## config.mk

```make
export PLATFORM = sky130hd
export DESIGN_NAME = cfs_core
export DESIGN_NICKNAME = d
export VERILOG_FILES = /design/src/design/cfs_pkg.sv /design/src/design/cfs_core.sv
export VERILOG_INCLUDE_DIRS = /design/src /design/src/design
export SDC_FILE = /design/constraint.sdc
export NUM_CORES = 1
export LEC_CHECK = 0
export BUFFER_PORTS_ARGS = -buffer_cell sky130_fd_sc_hd__buf_2
export CORE_MARGIN = 3
export CORE_UTILIZATION = 55
export DETAILED_ROUTE_END_ITERATION = 8
export GPL_TIMING_DRIVEN = 0
export PLACE_DENSITY = 0.81
export RECOVER_POWER = 25
export SLEW_MARGIN = 10
export SYNTH_ARGS = -nofsm -noshare
export SYNTH_HDL_FRONTEND = slang
export SYNTH_SLANG_ARGS = --single-unit
```

## constraint.sdc

```tcl
create_clock -name sys_clk_i -period 2.8 [get_ports sys_clk_i]
set_clock_uncertainty 0.1 [all_clocks]
set_input_delay 0.42 -clock sys_clk_i [delete_from_list [all_inputs] [get_ports sys_clk_i]]
set_output_delay 0.42 -clock sys_clk_i [all_outputs]
set_load 0.01 [all_outputs]
```

## src/design/cfs_params.svh

```systemverilog
// constants for the charger fault supervisor: register offsets, fields,
// reset values and timing counts; included by the package and the core.
// assumes a 250 MHz system clock.
//
// Overview of operation
// - flying-cap short while charging: stop, mode 000, pin fault flag, irq
// - other faults stay detected and flagged during a flying-cap short
// - bus present: discharge flying caps before reverse block switch turns on
// - switch peak overcurrent while charging: flag, irq, stop, mode 000
// - battery above voltage threshold: gate drive holds it at threshold
// - entering voltage loop: set voltage loop flag and pulse irq
// - battery current above threshold: gate drive reduced to regulate
// - loop active 650ms with timer not disabled: stop, mode disable
// - dropout over threshold for selected deglitch time: stop, clear mode
// - die at 150C: stop charging, clear mode to disable
// - after overtemp trip no startup until die falls to 130C
// - switching rate defaults 500 kHz, three-bit field in register 0x01
// - mode 010 starts divider init; 000 means disabled
`ifndef CFS_PARAMS_SVH
`define CFS_PARAMS_SVH

`define CFS_CLK_MHZ 250
// register offsets
`define CFS_REG_MODE 8'h00
`define CFS_REG_RATE 8'h01
`define CFS_REG_DROP 8'h05
`define CFS_REG_CTRL 8'h06
`define CFS_REG_FLAG 8'h07
`define CFS_REG_STAT 8'h08
// fields
`define CFS_MODE_LSB 0
`define CFS_MODE_W 3
`define CFS_MODE_OFF 3'h0
`define CFS_MODE_DIV 3'h2
`define CFS_RATE_LSB 0
`define CFS_RATE_RST 3'h2
`define CFS_DROP_SEL_BIT 0
`define CFS_CTRL_TMR_DIS_BIT 0
`define CFS_FLAG_PIN_BIT 0
`define CFS_FLAG_PEAK_BIT 1
`define CFS_FLAG_VLOOP_BIT 2
`define CFS_FLAG_OTHER_BIT 3
`define CFS_FLAG_W 4
// timing
`define CFS_LOOP_TMO_MS 650
`define CFS_LOOP_TMO_CYC (`CFS_LOOP_TMO_MS * 1000 * `CFS_CLK_MHZ)
`define CFS_DROP_DEG_SHORT_US 10
`define CFS_DROP_DEG_LONG_US 100
`define CFS_DROP_SHORT_CYC (`CFS_DROP_DEG_SHORT_US * `CFS_CLK_MHZ)
`define CFS_DROP_LONG_CYC (`CFS_DROP_DEG_LONG_US * `CFS_CLK_MHZ)
`define CFS_DISCH_NS 1000
`define CFS_DISCH_CYC ((`CFS_DISCH_NS * `CFS_CLK_MHZ + 999) / 1000)

`endif

```

## src/design/cfs_pkg.sv

```systemverilog
// types for the charger fault supervisor
// assumes cfs_params.svh on the include path
`include "cfs_params.svh"
package cfs_pkg;
    // analog comparator outputs, already deglitched by the analog front end
    typedef struct packed {
        logic flying_cap_short_fault;
        logic switch_peak_overcurrent;
        logic input_overcurrent_fault;
        logic battery_overvoltage_fault;
        logic dropout_overvoltage_fault;
        logic die_overtemp_fault;
        logic die_below_recover;
        logic battery_voltage_loop;
        logic battery_current_loop;
        logic bus_present;
    } cfs_sense_t;

    typedef struct packed {
        logic [7:0] addr;
        logic [7:0] wdata;
        logic wr;
        logic rd;
    } cfs_bus_req_t;

    typedef enum logic [1:0] {
        CFS_IDLE,
        CFS_DISCHARGE,
        CFS_RUN
    } cfs_state_t;
endpackage

```

## src/design/cfs_core.sv

```systemverilog
// charger fault supervisor: mode register, fault shutdown, loop timeout,
// dropout deglitch, overtemp lockout and startup sequencing.
// assumes comparator inputs synchronous to sys_clk_i and a host that drives
// the plain register port one strobe per cycle.
`include "cfs_params.svh"
module cfs_core
    import cfs_pkg::*;
#(
    parameter int unsigned LOOP_TMO_CYC = `CFS_LOOP_TMO_CYC,
    parameter int unsigned DROP_SHORT_CYC = `CFS_DROP_SHORT_CYC,
    parameter int unsigned DROP_LONG_CYC = `CFS_DROP_LONG_CYC
) (
    input wire logic sys_clk_i,
    input wire logic srst_i,
    input wire cfs_bus_req_t bus_i,
    output logic [7:0] rdata_o,
    input wire cfs_sense_t sense_i,
    output logic charging_o,
    output logic cap_discharge_o,
    output logic reverse_block_switch_o,
    output logic input_switch_gate_o,
    output logic gate_reduce_o,
    output logic irq_pulse_o,
    output logic [2:0] switching_rate_select_o
);
    // ------------------------------------------------------------
    // decode
    // ------------------------------------------------------------
    function automatic logic hit(input cfs_bus_req_t b, input logic [7:0] a);
        return b.wr && (b.addr == a);
    endfunction

    logic [2:0] charge_op_select_r;
    logic [2:0] switching_rate_select_r;
    logic dropout_filter_select_r;
    logic loop_timer_disable_r;
    logic [`CFS_FLAG_W-1:0] flags_r;
    logic otp_lock_r;
    logic vloop_d_r;
    logic [31:0] loop_cnt_r;
    logic [31:0] drop_cnt_r;
    logic [7:0] disch_cnt_r;
    logic irq_r;
    logic [7:0] rdata_r;
    cfs_state_t state_r;

    logic active;
    logic any_loop;
    logic loop_tmo;
    logic drop_trip;
    logic cap_trip;
    logic peak_trip;
    logic other_trip;
    logic fault;
    logic vloop_rise;
    logic [31:0] drop_lim;

    assign active = (charge_op_select_r != `CFS_MODE_OFF);
    assign any_loop = active && (sense_i.battery_voltage_loop
                                 || sense_i.battery_current_loop);
    assign loop_tmo = any_loop && !loop_timer_disable_r
                      && (loop_cnt_r >= LOOP_TMO_CYC - 1);
    assign drop_lim = dropout_filter_select_r ? DROP_LONG_CYC
                                              : DROP_SHORT_CYC;
    assign drop_trip = active && sense_i.dropout_overvoltage_fault
                       && (drop_cnt_r >= drop_lim - 1);
    assign cap_trip = active && sense_i.flying_cap_short_fault;
    assign peak_trip = active && sense_i.switch_peak_overcurrent;
    // evaluated independently of the cap short so both can flag at once
    assign other_trip = active && (sense_i.input_overcurrent_fault
                                   || sense_i.battery_overvoltage_fault);
    assign fault = cap_trip || peak_trip || other_trip || drop_trip
                   || loop_tmo
                   || (active && sense_i.die_overtemp_fault);
    assign vloop_rise = active && sense_i.battery_voltage_loop && !vloop_d_r;

    // ------------------------------------------------------------
    // charge mode register
    // ------------------------------------------------------------
    always_ff @(posedge sys_clk_i) begin
        if (srst_i) begin
            charge_op_select_r <= `CFS_MODE_OFF;
        end else if (fault) begin
            charge_op_select_r <= `CFS_MODE_OFF;
        end else if (hit(bus_i, `CFS_REG_MODE)) begin
            // a start is refused while the overtemp lockout holds
            // a trip in this very cycle refuses the write as well
            if (!otp_lock_r && !sense_i.die_overtemp_fault) begin
                charge_op_select_r <= bus_i.wdata[`CFS_MODE_W-1:0];
            end
        end
    end

    // ------------------------------------------------------------
    // configuration registers
    // ------------------------------------------------------------
    always_ff @(posedge sys_clk_i) begin
        if (srst_i) begin
            switching_rate_select_r <= `CFS_RATE_RST;
            dropout_filter_select_r <= 1'b0;
            loop_timer_disable_r <= 1'b0;
        end else begin
            if (hit(bus_i, `CFS_REG_RATE)) begin
                switching_rate_select_r <= bus_i.wdata[2:0];
            end
            if (hit(bus_i, `CFS_REG_DROP)) begin
                dropout_filter_select_r <= bus_i.wdata[`CFS_DROP_SEL_BIT];
            end
            if (hit(bus_i, `CFS_REG_CTRL)) begin
                loop_timer_disable_r <= bus_i.wdata[`CFS_CTRL_TMR_DIS_BIT];
            end
        end
    end

    // ------------------------------------------------------------
    // flags: write one to clear, a new event wins over the clear
    // ------------------------------------------------------------
    logic [`CFS_FLAG_W-1:0] flag_set;
    logic [`CFS_FLAG_W-1:0] flag_clr;
    always_comb begin
        flag_set = '0;
        flag_set[`CFS_FLAG_PIN_BIT] = cap_trip;
        flag_set[`CFS_FLAG_PEAK_BIT] = peak_trip;
        flag_set[`CFS_FLAG_VLOOP_BIT] = vloop_rise;
        flag_set[`CFS_FLAG_OTHER_BIT] = other_trip;
        flag_clr = hit(bus_i, `CFS_REG_FLAG)
                   ? bus_i.wdata[`CFS_FLAG_W-1:0] : '0;
    end

    always_ff @(posedge sys_clk_i) begin
        if (srst_i) begin
            flags_r <= '0;
        end else begin
            flags_r <= (flags_r & ~flag_clr) | flag_set;
        end
    end

    always_ff @(posedge sys_clk_i) begin
        if (srst_i) begin
            irq_r <= 1'b0;
            vloop_d_r <= 1'b0;
        end else begin
            irq_r <= cap_trip || peak_trip || vloop_rise;
            vloop_d_r <= active && sense_i.battery_voltage_loop;
        end
    end

    // ------------------------------------------------------------
    // timers
    // ------------------------------------------------------------
    always_ff @(posedge sys_clk_i) begin
        if (srst_i) begin
            loop_cnt_r <= '0;
        end else if (!any_loop) begin
            loop_cnt_r <= '0;
        end else if (loop_cnt_r < LOOP_TMO_CYC - 1) begin
            loop_cnt_r <= loop_cnt_r + 32'h0000_0001;
        end
    end

    always_ff @(posedge sys_clk_i) begin
        if (srst_i) begin
            drop_cnt_r <= '0;
        end else if (!(active && sense_i.dropout_overvoltage_fault)) begin
            drop_cnt_r <= '0;
        end else if (drop_cnt_r < drop_lim - 1) begin
            drop_cnt_r <= drop_cnt_r + 32'h0000_0001;
        end
    end

    // ------------------------------------------------------------
    // overtemp lockout, released only at the lower threshold
    // ------------------------------------------------------------
    always_ff @(posedge sys_clk_i) begin
        if (srst_i) begin
            otp_lock_r <= 1'b0;
        end else if (sense_i.die_overtemp_fault) begin
            otp_lock_r <= 1'b1;
        end else if (sense_i.die_below_recover) begin
            otp_lock_r <= 1'b0;
        end
    end

    // ------------------------------------------------------------
    // startup: discharge flying caps, then close reverse block switch
    // ------------------------------------------------------------
    always_ff @(posedge sys_clk_i) begin
        if (srst_i) begin
            state_r <= CFS_IDLE;
            disch_cnt_r <= '0;
        end else begin
            case (state_r)
                CFS_IDLE: begin
                    disch_cnt_r <= '0;
                    if (active && !fault && sense_i.bus_present) begin
                        state_r <= CFS_DISCHARGE;
                    end
                end
                CFS_DISCHARGE: begin
                    if (!active) begin
                        state_r <= CFS_IDLE;
                    end else if (disch_cnt_r >= 8'(`CFS_DISCH_CYC - 1)) begin
                        state_r <= CFS_RUN;
                    end else begin
                        disch_cnt_r <= disch_cnt_r + 8'h01;
                    end
                end
                CFS_RUN: begin
                    if (!active) begin
                        state_r <= CFS_IDLE;
                    end
                end
                default: state_r <= CFS_IDLE;
            endcase
        end
    end

    // ------------------------------------------------------------
    // read port
    // ------------------------------------------------------------
    always_ff @(posedge sys_clk_i) begin
        if (srst_i) begin
            rdata_r <= '0;
        end else if (bus_i.rd) begin
            case (bus_i.addr)
                `CFS_REG_MODE: rdata_r <= {5'h00, charge_op_select_r};
                `CFS_REG_RATE: rdata_r <= {5'h00, switching_rate_select_r};
                `CFS_REG_DROP: rdata_r <= {7'h00, dropout_filter_select_r};
                `CFS_REG_CTRL: rdata_r <= {7'h00, loop_timer_disable_r};
                `CFS_REG_FLAG: rdata_r <= {4'h0, flags_r};
                `CFS_REG_STAT: rdata_r <= {4'h0, otp_lock_r, any_loop,
                                           state_r};
                default: rdata_r <= 8'h00;
            endcase
        end
    end

    assign rdata_o = rdata_r;
    assign charging_o = (state_r == CFS_RUN) && active;
    assign cap_discharge_o = (state_r == CFS_DISCHARGE);
    assign reverse_block_switch_o = charging_o;
    // gate held on while charging unless a regulation loop pulls it back
    assign gate_reduce_o = any_loop;
    assign input_switch_gate_o = charging_o && !any_loop;
    assign irq_pulse_o = irq_r;
    assign switching_rate_select_o = switching_rate_select_r;
endmodule

```

# Word level (Yosys, flattened, before mapping)
# Cells that the tools add are included.
[classes] addsub=4 n_lt_le_gt_ge=5 n_eq_ne=12 n_mux=13 n_bitwise=5 reduce_logical=46
[op_table] operator="32-bit by 1-bit adder with 32-bit output, second input constant" n=2
[op_table] operator="32-bit by 28-bit >= comparator with 1-bit output, second input constant" n=1
[op_table] operator="32-bit >= comparator" n=1
[op_table] operator="32-bit by 28-bit < comparator with 1-bit output, second input constant" n=1
[op_table] operator="32-bit < comparator" n=1
[op_table] operator="8-bit by 3-bit == test with 1-bit output, second input constant" n=3
[op_table] operator="4-bit one-hot mux with 6 select lines" n=1
[op_table] operator="1-bit logical AND" n=21
[op_table] operator="8-bit 2-to-1 mux" n=2
[op_table] operator="8-bit one-hot mux with 2 select lines" n=1
[op_table] operator="15-bit by 1-bit subtractor with 16-bit output, second input constant" n=1
[op_table] operator="15-bit 2-to-1 mux" n=1
[op_table] operator="8-bit by 1-bit adder with 8-bit output, second input constant" n=1
[op_table] operator="8-bit by 1-bit == test with 1-bit output, second input constant" n=1
[op_table] operator="8-bit by 4-bit == test with 1-bit output, second input constant" n=1
[op_table] operator="8-bit >= comparator, second input constant" n=1
[op_table] operator="8-bit zero test" n=1
[op_table] operator="1-bit logical OR" n=8
[op_table] operator="2-bit 2-to-1 mux" n=4
[op_table] operator="1-bit zero test" n=6
[op_table] operator="2-bit inequality test, second input constant" n=3
[op_table] operator="2-bit one-hot mux with 3 select lines" n=1
[op_table] operator="3-bit AND reduction" n=2
[op_table] operator="2-bit OR reduction" n=3
[op_table] operator="14 further kinds" n=17
[word_totals] ff_bits=97 input_bits=30 output_inout_bits=17 elab_cells=98

# Logic depth before layout (Yosys ltp)
# Gate-level depths: netlist (run 1).
[depth] ltp_word=12 mapped_depth=9 ltp_nobuf=8

# Worst setup path before layout (run 1)
# Ideal clock, no wire load.
[synth_path] kind="register to register" from="register dropout_filter_select_r" to="register drop_cnt_r[13]" setup_time_ns=0.071 arrival_ns=2.294 required_time_ns=2.629 setup_slack_ns=0.336 path_stages_with_launch=10 n_path_buf=1 synth_period_minus_slack_ns=2.464 path_cell_list="dfxtp_1 > inv_1 > ha_1 > a21o_2 > a2111oi_4 > and3_4 > nand4_2 > buf_6 > or3_1 > a21oi_1"
[synth_via] elab_chain_len=3
[synth_rtl] item="start, declared" line="cfs_core.sv:35" source="logic dropout_filter_select_r;"
[synth_rtl] item="start signal, assigned" line="cfs_core.sv:107" source="dropout_filter_select_r <= bus_i.wdata[`CFS_DROP_SEL_BIT];"
[synth_rtl] item="15-bit 2-to-1 mux" line="cfs_core.sv:63" source="assign drop_lim = dropout_filter_select_r ? DROP_LONG_CYC"
[synth_rtl] item="15-bit by 1-bit subtractor with 16-bit output" line="cfs_core.sv:166" source="end else if (drop_cnt_r < drop_lim - 1) begin"
[synth_rtl] item="32-bit < comparator" line="cfs_core.sv:166"
[synth_rtl] item="end signal, assigned" line="cfs_core.sv:167" source="drop_cnt_r <= drop_cnt_r + 32'h0000_0001;"
[synth_rtl] item="end, declared" line="cfs_core.sv:41" source="logic [31:0] drop_cnt_r;"
# No other way between the ends.
# A chain may end at the register's enable or synchronous reset.

# Final worst setup path (run 1)
[layout_path] from="register dropout_filter_select_r" to="register drop_cnt_r[15]"
# Same word-level chain as after synthesis.

==> qor.log, run 1 <==
INFO  status         run_status=finished clean
INFO  floorplanning  design.portCount=47
INFO  synth          ys.warnings.count=0
INFO  grt            grt_antenna_before_repair=0
INFO  synth          unique_cell_type_count_in_the_yosys_netlist=56
INFO  synth          post_synth_xor_area_fraction=0.0362
INFO  timing         worstMarginPinSlew=0.840ns
INFO  cells_and_area layout.cells.most_common_list=sky130_fd_sc_hd__dfxtp_1 (92), sky130_fd_sc_hd__nor2_1 (56), sky130_fd_sc_hd__a21oi_1 (37), sky130_fd_sc_hd__nand2_1 (31)
INFO  synth          dominant_combinational_cell_family_by_area_after_synthesis=simple AND/OR/NAND/NOR gates
INFO  synth          multiplexer_area_fraction_after_synthesis=0.0348
INFO  synth          async_flop_share=0
INFO  cells_and_area antennaDiodeCount=0
INFO  pwr            power_leakage=0.00179uW
INFO  floorplanning  placeableCoreArea=7450um^2
INFO  synth          synth_area=4350um^2
INFO  cells_and_area syn2layout_area_growth=11.2%
INFO  cells_and_area num-nets-final=601
INFO  synth          synthAdderAreaFrac=0.0316
INFO  timing         setup_tns=0ns
INFO  place          place_worst_setup_slack=0.0342ns
INFO  grt            gr-total-overflow=0
INFO  cells_and_area post_route_cells_drive_above_1_share=0.113
INFO  floorplanning  placementRows=31
INFO  clock_tree     cts_buffers=9
INFO  grt            first_pass_grt_wire_length=15.8mm
INFO  worst_hold_path hold_path_class=in -> reg
INFO  synth          synth_enable_flop_cells=0
INFO  route          detail_route.iter0.violations=166
INFO  critical_path  type_of_element_launching_the_critical_path=register
INFO  cells_and_area layout.cells.most_common=sky130_fd_sc_hd__dfxtp_1
INFO  floorplanning  initial_utilization=0.585
INFO  critical_path  critical_path_class=reg -> reg
INFO  run            max_cap_violations=0
INFO  pwr            vdd_drop_max=0.296mV
INFO  timing         maxSlewViolCount=0
INFO  route          post-route-drc-count=0
INFO  synth          postSynth.topFlopCell=sky130_fd_sc_hd__dfxtp_1
INFO  clock_tree     cts_setup_buffers=0
INFO  clock_tree     cts_tree=done
INFO  timing         final_min_period_over_clock_period=0.957
INFO  route          detail_route.wirelength=9.70mm
INFO  floorplanning  die_area=9020um^2
INFO  place          detailed_place.area=4680um^2
INFO  synth          post_synth_inst_count=508
INFO  place          placed_cells=648
INFO  timing         setup-violations-final=0
INFO  clock_tree     postCtsHoldBufs=0
INFO  clock_tree     clock-root-buffer=sky130_fd_sc_hd__clkbuf_8
INFO  route          detail_route.wl_per_cell=14.6um
INFO  pwr            cellPowerDensity=453nW/um^2
INFO  cells_and_area post-route-cell-area=4840um^2
INFO  route          post_detailed_route_count_of_antenna_violating_nets=0
INFO  clock_tree     cts.repair.resized=0
INFO  route          vias_per_cell=5.90
INFO  place          io_buffers=38
INFO  route          routed-via-count=3911
INFO  floorplanning  fp.dieW=95.0um
INFO  critical_path  data_arrival_critical_path=2.86ns
INFO  grt            grt_max_degree=16
INFO  critical_path  r2r_setup_slack=0.12ns
INFO  clock_tree     insertion_delay=0.36ns
INFO  timing         worst_hold_slack=0.217ns
INFO  critical_path  end_kind=register
INFO  synth          yosys.area_share.simple=0.287
INFO  synth          ys_seq_elements=93
INFO  place          routabilityCongestion=0.868
INFO  critical_path  critPathRequiredTime=2.98ns
INFO  synth          synth_compound_area_frac=0.143
INFO  place          hpwlAfterDp=7.19mm
INFO  timing         timing.fmax=373MHz
INFO  timing         final-hold-violation-count=0
INFO  timing         finalWorstSetupSlack=0.120ns
INFO  floorplanning  die_h=95.0um
INFO  grt            grt_util_all_layers=0.220
INFO  route          first_pass_iters=5
INFO  clock_tree     cts_num_sinks=93
INFO  clock_tree     cts.clk_slew.worst_paths=0.09ns
INFO  timing         grt_setup_unrepaired=no
INFO  clock_tree     cts_htree_levels=3
INFO  clock_tree     cts-root-to-sink-buffers=2
INFO  cells_and_area final_cells=663
INFO  timing         timing.slew.headroom=0.432
INFO  synth          synth-seq-area-share=0.428
INFO  synth          synth.avg_cell_area=8.57um^2
INFO  critical_path  path_max_fanout=10
INFO  grt            first_global_vias=3589
INFO  timing         period_minus_slack=2.68ns
## metrics by stage
| stage | total power [uW] | utilization |
|---|---|---|
| floorplan | 1380 | - |
| global placement | 1420 | 0.628 |
| detailed placement | 1420 | 0.628 |
| CTS | 2210 | 0.652 |
| global route | 2270 | 0.650 |
| finish | 2190 | 0.650 |
## power breakdown
| part | internal, uW | switching [uW] | total, uW |
|---|---|---|---|
| registers | 1320 | 1.51 | 1320 |
| clock network | 343 | 462 | 806 |
| logic | 25.0 | 38.9 | 63.9 |
## cell usage after synthesis, types with 2 or more instances
library cell | number | area (um^2)
sky130_fd_sc_hd__o21a_1 | 2 | 15.0
sky130_fd_sc_hd__nand4_2 | 2 | 25.0
sky130_fd_sc_hd__nor2_1 | 56 | 210
sky130_fd_sc_hd__nand4_1 | 14 | 87.6
sky130_fd_sc_hd__nand2_1 | 31 | 116
sky130_fd_sc_hd__xnor2_1 | 4 | 35.0
sky130_fd_sc_hd__o21ai_0 | 25 | 125
sky130_fd_sc_hd__clkbuf_1 | 15 | 56.3
sky130_fd_sc_hd__and2_1 | 10 | 62.6
sky130_fd_sc_hd__o21ai_1 | 10 | 50.1
sky130_fd_sc_hd__a21oi_1 | 37 | 185
sky130_fd_sc_hd__nor4_1 | 6 | 37.5
sky130_fd_sc_hd__nand4b_1 | 2 | 17.5
sky130_fd_sc_hd__a22oi_1 | 5 | 37.5
sky130_fd_sc_hd__or4_1 | 3 | 22.5
sky130_fd_sc_hd__buf_6 | 2 | 22.5
sky130_fd_sc_hd__nand2b_1 | 4 | 25.0
sky130_fd_sc_hd__o211a_1 | 2 | 20.0
sky130_fd_sc_hd__and3_1 | 26 | 163
sky130_fd_sc_hd__buf_4 | 5 | 37.5
sky130_fd_sc_hd__a211oi_1 | 2 | 15.0
sky130_fd_sc_hd__a22o_1 | 4 | 35.0
sky130_fd_sc_hd__nor2b_1 | 5 | 31.3
sky130_fd_sc_hd__a31oi_1 | 2 | 12.5
sky130_fd_sc_hd__nor3_1 | 7 | 35.0
sky130_fd_sc_hd__or2_2 | 2 | 12.5
sky130_fd_sc_hd__or3_1 | 28 | 175
sky130_fd_sc_hd__nand3_1 | 26 | 130
sky130_fd_sc_hd__and4_1 | 2 | 17.5
sky130_fd_sc_hd__xor2_1 | 14 | 123
sky130_fd_sc_hd__nor4bb_1 | 2 | 20.0
sky130_fd_sc_hd__inv_1 | 13 | 48.8
sky130_fd_sc_hd__dfxtp_1 | 93 | 1860
sky130_fd_sc_hd__o31a_1 | 2 | 17.5
sky130_fd_sc_hd__mux2i_1 | 14 | 140
sky130_fd_sc_hd__ha_1 | 11 | 138
## sequential cells by signal, summed over array words and instances, names as in the netlist, 2 cells and up
name and flops:
disch_cnt_r 8, rdata_o 4, loop_cnt_r 32, charge_op_select_r 3, state_r 2, flags_r 4
switching_rate_select_o 3, drop_cnt_r 32
## cell type report
| class | count | area (um^2) |
|---|---|---|
| Buffer | 23 | 120 |
| Clock buffer | 10 | 138 |
| Clock inverter | 5 | 36.3 |
| Fill cell | 659 | 2610 |
| Inverter | 13 | 48.8 |
| Multi-Input combinational cell | 382 | 2330 |
| Sequential cell | 93 | 1860 |
| Tap cell | 99 | 124 |
| Timing Repair Buffer | 38 | 178 |
## cell families (layout without fill, tap and decap cells)
kind of cell | after synthesis | after routing
XOR/XNOR | 18 | 18
other | 1 | 4
buffers and inverters | 36 | 89
AND/OR/NAND/NOR | 233 | 233
AO/OA/AOI/OAI | 101 | 101
flip-flops | 93 | 93
adder cells (fa/ha/maj) | 11 | 11
multiplexers | 15 | 15
## path summary, 6_finish.rpt
path	startpoint	endpoint	cells past startpoint
worst min-delay path	bus_i[3]	switching_rate_select_o[1]$_SDFFE_PP1P_	3
worst max-delay path	dropout_filter_select_r$_SDFFE_PP0P_	drop_cnt_r[15]$_SDFFE_PP0P_	9
worst min register to register	loop_cnt_r[30]$_SDFFE_PP0P_	loop_cnt_r[30]$_SDFFE_PP0P_	1
worst max register to register	dropout_filter_select_r$_SDFFE_PP0P_	drop_cnt_r[15]$_SDFFE_PP0P_	9
## layer usage
| metal | track usage | up-vias | share of wire |
|---|---|---|---|
| li1 | - | 1934 | - |
| met1 | 0.273 | 1860 | 0.45 |
| met2 | 0.384 | 108 | 0.49 |
| met3 | 0.0351 | 9 | 0.051 |
| met4 | 0.0781 | 0 | 0.012 |
| met5 | 0 | - | 0 |
## critical path: stages (launching register included)
cell and delay (ns):
sky130_fd_sc_hd__dfxtp_2 0.39, sky130_fd_sc_hd__inv_2 0.09, sky130_fd_sc_hd__ha_1 0.31, sky130_fd_sc_hd__a21o_2 0.24, sky130_fd_sc_hd__a2111oi_4 0.37, sky130_fd_sc_hd__and3_4 0.27
sky130_fd_sc_hd__nand4_2 0.13, sky130_fd_sc_hd__buf_6 0.18, sky130_fd_sc_hd__or3_1 0.35, sky130_fd_sc_hd__a21oi_1 0.17
No activity file was read; power rests on OpenSTA's default activity.
==> run 2, diff against run 1 <==
==> constraint.sdc (replaced) <==
create_clock -name sys_clk_i -period 3 [get_ports sys_clk_i]
set_clock_uncertainty 0.1 [all_clocks]
set_input_delay 0.45 -clock sys_clk_i [delete_from_list [all_inputs] [get_ports sys_clk_i]]
set_output_delay 0.45 -clock sys_clk_i [all_outputs]
set_load 0.01 [all_outputs]
==> qor.log, run 2 (synthesis results as in run 1) <==
INFO  route          post_detailed_route_count_of_antenna_violating_nets=0
INFO  place          placed_cells=648
INFO  route          detail_route.wirelength=9.68mm
INFO  clock_tree     cts-root-to-sink-buffers=2
INFO  cells_and_area seq_area=1860um^2
INFO  grt            grt_antenna_before_repair=0
INFO  floorplanning  initial_utilization=0.585
INFO  clock_tree     cts_num_sinks=93
INFO  clock_tree     cts_tree=done
INFO  clock_tree     cts.repair.resized=0
INFO  floorplanning  placeableCoreArea=7450um^2
INFO  clock_tree     postCtsHoldBufs=0
INFO  critical_path  end_kind=register
INFO  cells_and_area layout.cells.most_common_list=sky130_fd_sc_hd__dfxtp_1 (93), sky130_fd_sc_hd__nor2_1 (56), sky130_fd_sc_hd__a21oi_1 (37), sky130_fd_sc_hd__nand2_1 (31)
INFO  pwr            cellPowerDensity=423nW/um^2
INFO  clock_tree     cts.clk_slew.worst_paths=0.09ns
INFO  place          hpwlAfterDp=7.19mm
INFO  clock_tree     clock-root-buffer=sky130_fd_sc_hd__clkbuf_8
INFO  route          post-route-drc-count=0
INFO  place          place_worst_setup_slack=0.234ns
INFO  grt            gr-total-overflow=0
INFO  run            max_cap_violations=0
INFO  cells_and_area post-route-cell-area=4840um^2
INFO  grt            grt_util_all_layers=0.220
INFO  timing         maxSlewViolCount=0
INFO  floorplanning  placementRows=31
INFO  route          detail_route.wl_per_cell=14.6um
INFO  floorplanning  design.portCount=47
INFO  clock_tree     cts_setup_buffers=0
INFO  timing         setup_tns=0ns
INFO  pwr            power_leakage=0.00179uW
INFO  cells_and_area final_cells=663
INFO  route          routed-via-count=3916
INFO  cells_and_area syn2layout_area_growth=11.2%
INFO  timing         timing.fmax=356MHz
INFO  clock_tree     insertion_delay=0.36ns
INFO  cells_and_area num-nets-final=601
INFO  critical_path  type_of_element_launching_the_critical_path=register
INFO  route          vias_per_cell=5.91
INFO  timing         timing.slew.headroom=0.429
INFO  timing         setup-violations-final=0
INFO  cells_and_area multi_input_area=2330um^2
INFO  timing         worst_hold_slack=0.249ns
INFO  timing         grt_setup_unrepaired=no
INFO  floorplanning  die_h=95.0um
INFO  floorplanning  die_area=9020um^2
INFO  cells_and_area layout.filler_cells=658
INFO  critical_path  path_max_fanout=10
INFO  place          routabilityCongestion=0.868
INFO  critical_path  data_arrival_critical_path=2.99ns
INFO  clock_tree     cts_buffers=9
INFO  timing         worstMarginPinSlew=0.845ns
INFO  timing         final-hold-violation-count=0
INFO  place          detailed_place.area=4680um^2
INFO  grt            grt_max_degree=16
INFO  route          detail_route.iter0.violations=182
INFO  critical_path  critical_path_class=reg -> reg
INFO  route          first_pass_iters=4
INFO  grt            first_pass_grt_wire_length=15.8mm
INFO  cells_and_area layout.cells.most_common=sky130_fd_sc_hd__dfxtp_1
INFO  cells_and_area post_route_cells_drive_above_1_share=0.110
INFO  pwr            vdd_drop_max=0.277mV
INFO  worst_hold_path hold_path_class=in -> reg
INFO  clock_tree     cts_htree_levels=3
INFO  timing         finalWorstSetupSlack=0.191ns
INFO  cells_and_area antennaDiodeCount=0
INFO  timing         final_min_period_over_clock_period=0.936
INFO  status         run_status=finished clean
INFO  timing         period_minus_slack=2.81ns
INFO  place          io_buffers=38
INFO  cells_and_area biggestRegsByFlops=drop_cnt_r: 32 flops, loop_cnt_r: 32 flops, disch_cnt_r: 8 flops
INFO  critical_path  critPathRequiredTime=3.18ns
INFO  floorplanning  fp.dieW=95.0um
INFO  grt            first_global_vias=3589
-- run 2: cell count changes in the layout (fill, tap and decap cells not counted) --
cell                      delta
sky130_fd_sc_hd__dfxtp_1     +1
sky130_fd_sc_hd__inv_1       +1
sky130_fd_sc_hd__inv_2       -1
sky130_fd_sc_hd__dfxtp_2     -1
-- run 2: critical path, cell delays in order, from the launching register on --
cell and delay, ns:
sky130_fd_sc_hd__dfxtp_1 0.42, sky130_fd_sc_hd__inv_1 0.16, sky130_fd_sc_hd__ha_1 0.33, sky130_fd_sc_hd__a21o_2 0.24
sky130_fd_sc_hd__a2111oi_4 0.36, sky130_fd_sc_hd__and3_4 0.28, sky130_fd_sc_hd__nand4_2 0.13, sky130_fd_sc_hd__buf_6 0.18
sky130_fd_sc_hd__or3_1 0.36, sky130_fd_sc_hd__a21oi_1 0.17
-- run 2: area by class of cell --
| class | count | area share |
|---|---|---|
| multi-input combinational | 382 | 0.482 |
| sequential | 93 | 0.385 |
| timing repair buffer | 38 | 0.0367 |
| clock buffer | 10 | 0.0284 |
| tap | 99 | 0.0256 |
| buffer | 23 | 0.0248 |
| inverter | 13 | 0.0101 |
| clock inverter | 5 | 0.00750 |
-- run 2: per-layer routing --
layer	vias up	global-route usage	routed length, um
li1	1931	-	-
met1	1877	0.273	4410
met2	97	0.384	4690
met3	11	0.0351	456
met4	0	0.0781	125
met5	-	0	0
-- run 2: where the power goes --
group	total, uW	leakage (uW)	internal (uW)	switching (uW)
clock network	753	0.0000808	320	433
logic	59.7	0.000958	23.4	36.3
registers	1240	0.000749	1230	1.41
total	2050	0.00179	1580	470
-- run 2: final timing paths --
path	from	to	slack (ns)	depth (start not counted)
max	dropout_filter_select_r$_SDFFE_PP0P_	drop_cnt_r[15]$_SDFFE_PP0P_	0.19	9
min	bus_i[3]	switching_rate_select_o[1]$_SDFFE_PP1P_	0.25	3
max reg2reg	dropout_filter_select_r$_SDFFE_PP0P_	drop_cnt_r[15]$_SDFFE_PP0P_	0.19	9
min reg2reg	loop_cnt_r[30]$_SDFFE_PP0P_	loop_cnt_r[30]$_SDFFE_PP0P_	0.36	1
-- run 2: metrics by stage --
stage	utilization	total power, uW
after floorplan	-	1290
after global placement	0.628	1320
after detailed placement	0.628	1320
after CTS	0.652	2060
after global routing	0.650	2120
final	0.650	2050
==> run 3, diff against run 2 <==
--- a/config.mk
+++ b/config.mk
@@ -10,7 +10,6 @@
 export CORE_MARGIN = 3
 export CORE_UTILIZATION = 55
 export DETAILED_ROUTE_END_ITERATION = 8
-export GPL_TIMING_DRIVEN = 0
 export PLACE_DENSITY = 0.81
 export RECOVER_POWER = 25
 export SLEW_MARGIN = 10
==> qor.log, run 3 (synthesis results as in run 1) <==
INFO  timing         maxSlewViolCount=0
INFO  critical_path  cp_cell_sequence=inv_1 -> ha_1 -> a21o_2 -> a2111oi_4 -> and3_4 -> nand4_4 -> or3_1 -> a21oi_1
INFO  route          detail_route.iter0.violations=187
INFO  worst_hold_path hold_path_class=in -> reg
INFO  clock_tree     cts_setup_buffers=0
INFO  grt            grt_antenna_before_repair=0
INFO  clock_tree     cts_htree_levels=3
INFO  critical_path  critPathRequiredTime=3.19ns
INFO  floorplanning  die_h=95.0um
INFO  cells_and_area antennaDiodeCount=0
INFO  grt            first_global_vias=3518
INFO  timing         worstMarginPinSlew=0.699ns
INFO  grt            gr-total-overflow=0
INFO  clock_tree     postCtsHoldBufs=0
INFO  clock_tree     cts.repair.resized=0
INFO  critical_path  path_max_fanout=12
INFO  critical_path  data_arrival_critical_path=2.91ns
INFO  grt            grt_util_all_layers=0.213
INFO  critical_path  critical_path_class=reg -> reg
INFO  floorplanning  fp.dieW=95.0um
INFO  timing         finalWorstSetupSlack=0.279ns
INFO  timing         final-hold-violation-count=0
INFO  timing         grt_setup_unrepaired=no
INFO  grt            first_pass_grt_wire_length=15.5mm
INFO  timing         final_min_period_over_clock_period=0.907
INFO  cells_and_area biggestRegsByFlops=drop_cnt_r: 32 flops, loop_cnt_r: 32 flops, disch_cnt_r: 8 flops
INFO  status         run_status=finished clean
INFO  worst_hold_path hold_path.startpoint=bus_i[3]
INFO  cells_and_area syn2layout_area_growth=9.86%
INFO  critical_path  critical-path-max-stage-delay=0.41ns
INFO  timing         timing.fmax=368MHz
INFO  critical_path  type_of_element_launching_the_critical_path=register
INFO  critical_path  end_kind=register
INFO  critical_path  worstReg2RegStart=dropout_filter_select_r$_SDFFE_PP0P_
INFO  floorplanning  initial_utilization=0.585
INFO  cells_and_area layout.cells.most_common_list=sky130_fd_sc_hd__dfxtp_1 (93), sky130_fd_sc_hd__nor2_1 (56), sky130_fd_sc_hd__a21oi_1 (37), sky130_fd_sc_hd__nand2_1 (31), sky130_fd_sc_hd__buf_2 (30)
INFO  place          place_worst_setup_slack=0.222ns
INFO  route          detail_route.wl_per_cell=13.8um
INFO  route          vias_per_cell=5.76
INFO  worst_hold_path min_path_cells=3
INFO  cells_and_area postLayoutCoreUtil=0.642
INFO  floorplanning  placeableCoreArea=7450um^2
INFO  clock_tree     clock-root-buffer=sky130_fd_sc_hd__clkbuf_8
INFO  clock_tree     cts.clk_slew.worst_paths=0.10ns
INFO  critical_path  worst-r2r-cell-count=8
INFO  place          routabilityCongestion=0.848
INFO  cells_and_area num-nets-final=583
INFO  critical_path  cp.buffers_inverters=1
INFO  timing         timing.slew.headroom=0.530
INFO  pwr            vdd_drop_max=0.304mV
INFO  clock_tree     cts_buffers=9
INFO  critical_path  critPathTopFamily=simple AND/OR/NAND/NOR gates
INFO  timing         period_minus_slack=2.72ns
INFO  clock_tree     insertion_delay=0.37ns
INFO  cells_and_area post_route_cells_drive_above_1_share=0.113
INFO  route          first_pass_iters=4
INFO  route          post-route-drc-count=0
INFO  floorplanning  design.portCount=47
INFO  critical_path  setup.worst_path.start=dropout_filter_select_r$_SDFFE_PP0P_
INFO  grt            grt_max_degree=27
INFO  pwr            cellPowerDensity=432nW/um^2
INFO  critical_path  crit_slowest_cell=sky130_fd_sc_hd__or3_1
INFO  route          routed-via-count=3721
INFO  pwr            power_leakage=0.00176uW
INFO  floorplanning  placementRows=31
INFO  clock_tree     cts_num_sinks=93
INFO  place          io_buffers=38
INFO  floorplanning  die_area=9020um^2
INFO  cells_and_area post-route-cell-area=4780um^2
INFO  route          post_detailed_route_count_of_antenna_violating_nets=0
INFO  route          detail_route.wirelength=8.91mm
INFO  clock_tree     cts_tree=done
INFO  run            max_cap_violations=0
INFO  place          hpwlAfterDp=6.40mm
INFO  critical_path  path_depth=8
INFO  cells_and_area layout.cells.most_common=sky130_fd_sc_hd__dfxtp_1
INFO  timing         setup-violations-final=0
INFO  place          detailed_place.area=4600um^2
INFO  timing         setup_tns=0ns
INFO  clock_tree     cts-root-to-sink-buffers=2
[run 3: changes by cell type in the layout (fill, tap and decap cells not counted), moves of 2 or more]
| cell | previous run | this run |
|---|---|---|
| sky130_fd_sc_hd__buf_6 | 2 | 0 |
| sky130_fd_sc_hd__clkinvlp_4 | 3 | 1 |
| sky130_fd_sc_hd__clkinv_4 | 0 | 2 |
| sky130_fd_sc_hd__clkbuf_1 | 26 | 9 |
| sky130_fd_sc_hd__and2_0 | 3 | 5 |
| sky130_fd_sc_hd__nand4_2 | 2 | 0 |
| sky130_fd_sc_hd__nand4_4 | 0 | 2 |
| sky130_fd_sc_hd__and2_1 | 8 | 6 |
| sky130_fd_sc_hd__buf_2 | 28 | 30 |
[run 3: path summary, 6_finish.rpt]
| path | endpoint | slack [ns] |
|---|---|---|
| min | switching_rate_select_o[1]$_SDFFE_PP1P_ | 0.25 |
| min reg2reg | loop_cnt_r[30]$_SDFFE_PP0P_ | 0.37 |
| max | drop_cnt_r[15]$_SDFFE_PP0P_ | 0.28 |
| max reg2reg | drop_cnt_r[15]$_SDFFE_PP0P_ | 0.28 |
[run 3: worst reg2reg max path: cells and delay by family (launching register included)]
family / cells / cell delay, ns
DFF: 1 / 0.40
and+or+nand+nor: 3 / 0.90
AOI/OAI and AO/OA: 3 / 0.76
buffers and inverters: 1 / 0.14
adders and majority gates: 1 / 0.33
[run 3: report_power, final]
group,total (uW),switching [uW],internal [uW]
clock,778,464,314
combinational,52.9,33.8,19.1
sequential,1240,1.26,1230
[run 3: final cells by class]
type	count	area [um^2]
clock buffers	9	124
multi-input cells	382	2350
clock inverters	7	58.8
repair buffers	43	214
flip-flops and latches	93	1860
inverters	13	48.8
fillers	628	2660
well taps	99	124
[run 3: layer usage]
layer / track usage / part of all wire
met5: 0 / 0
met3: 0.0327 / 0.043
met4: 0.0805 / 0.015
met2: 0.358 / 0.48
met1: 0.276 / 0.46
[run 3: metrics by stage]
step                      std cells  hold slack, ns  total power (uW)
after CTS                       646           0.241              2080
after floorplan                 511           0.320              1290
after detailed placement        630           0.340              1320
after global placement          630           0.334              1320
after global routing            646           0.265              2150
final                           646           0.245              2070
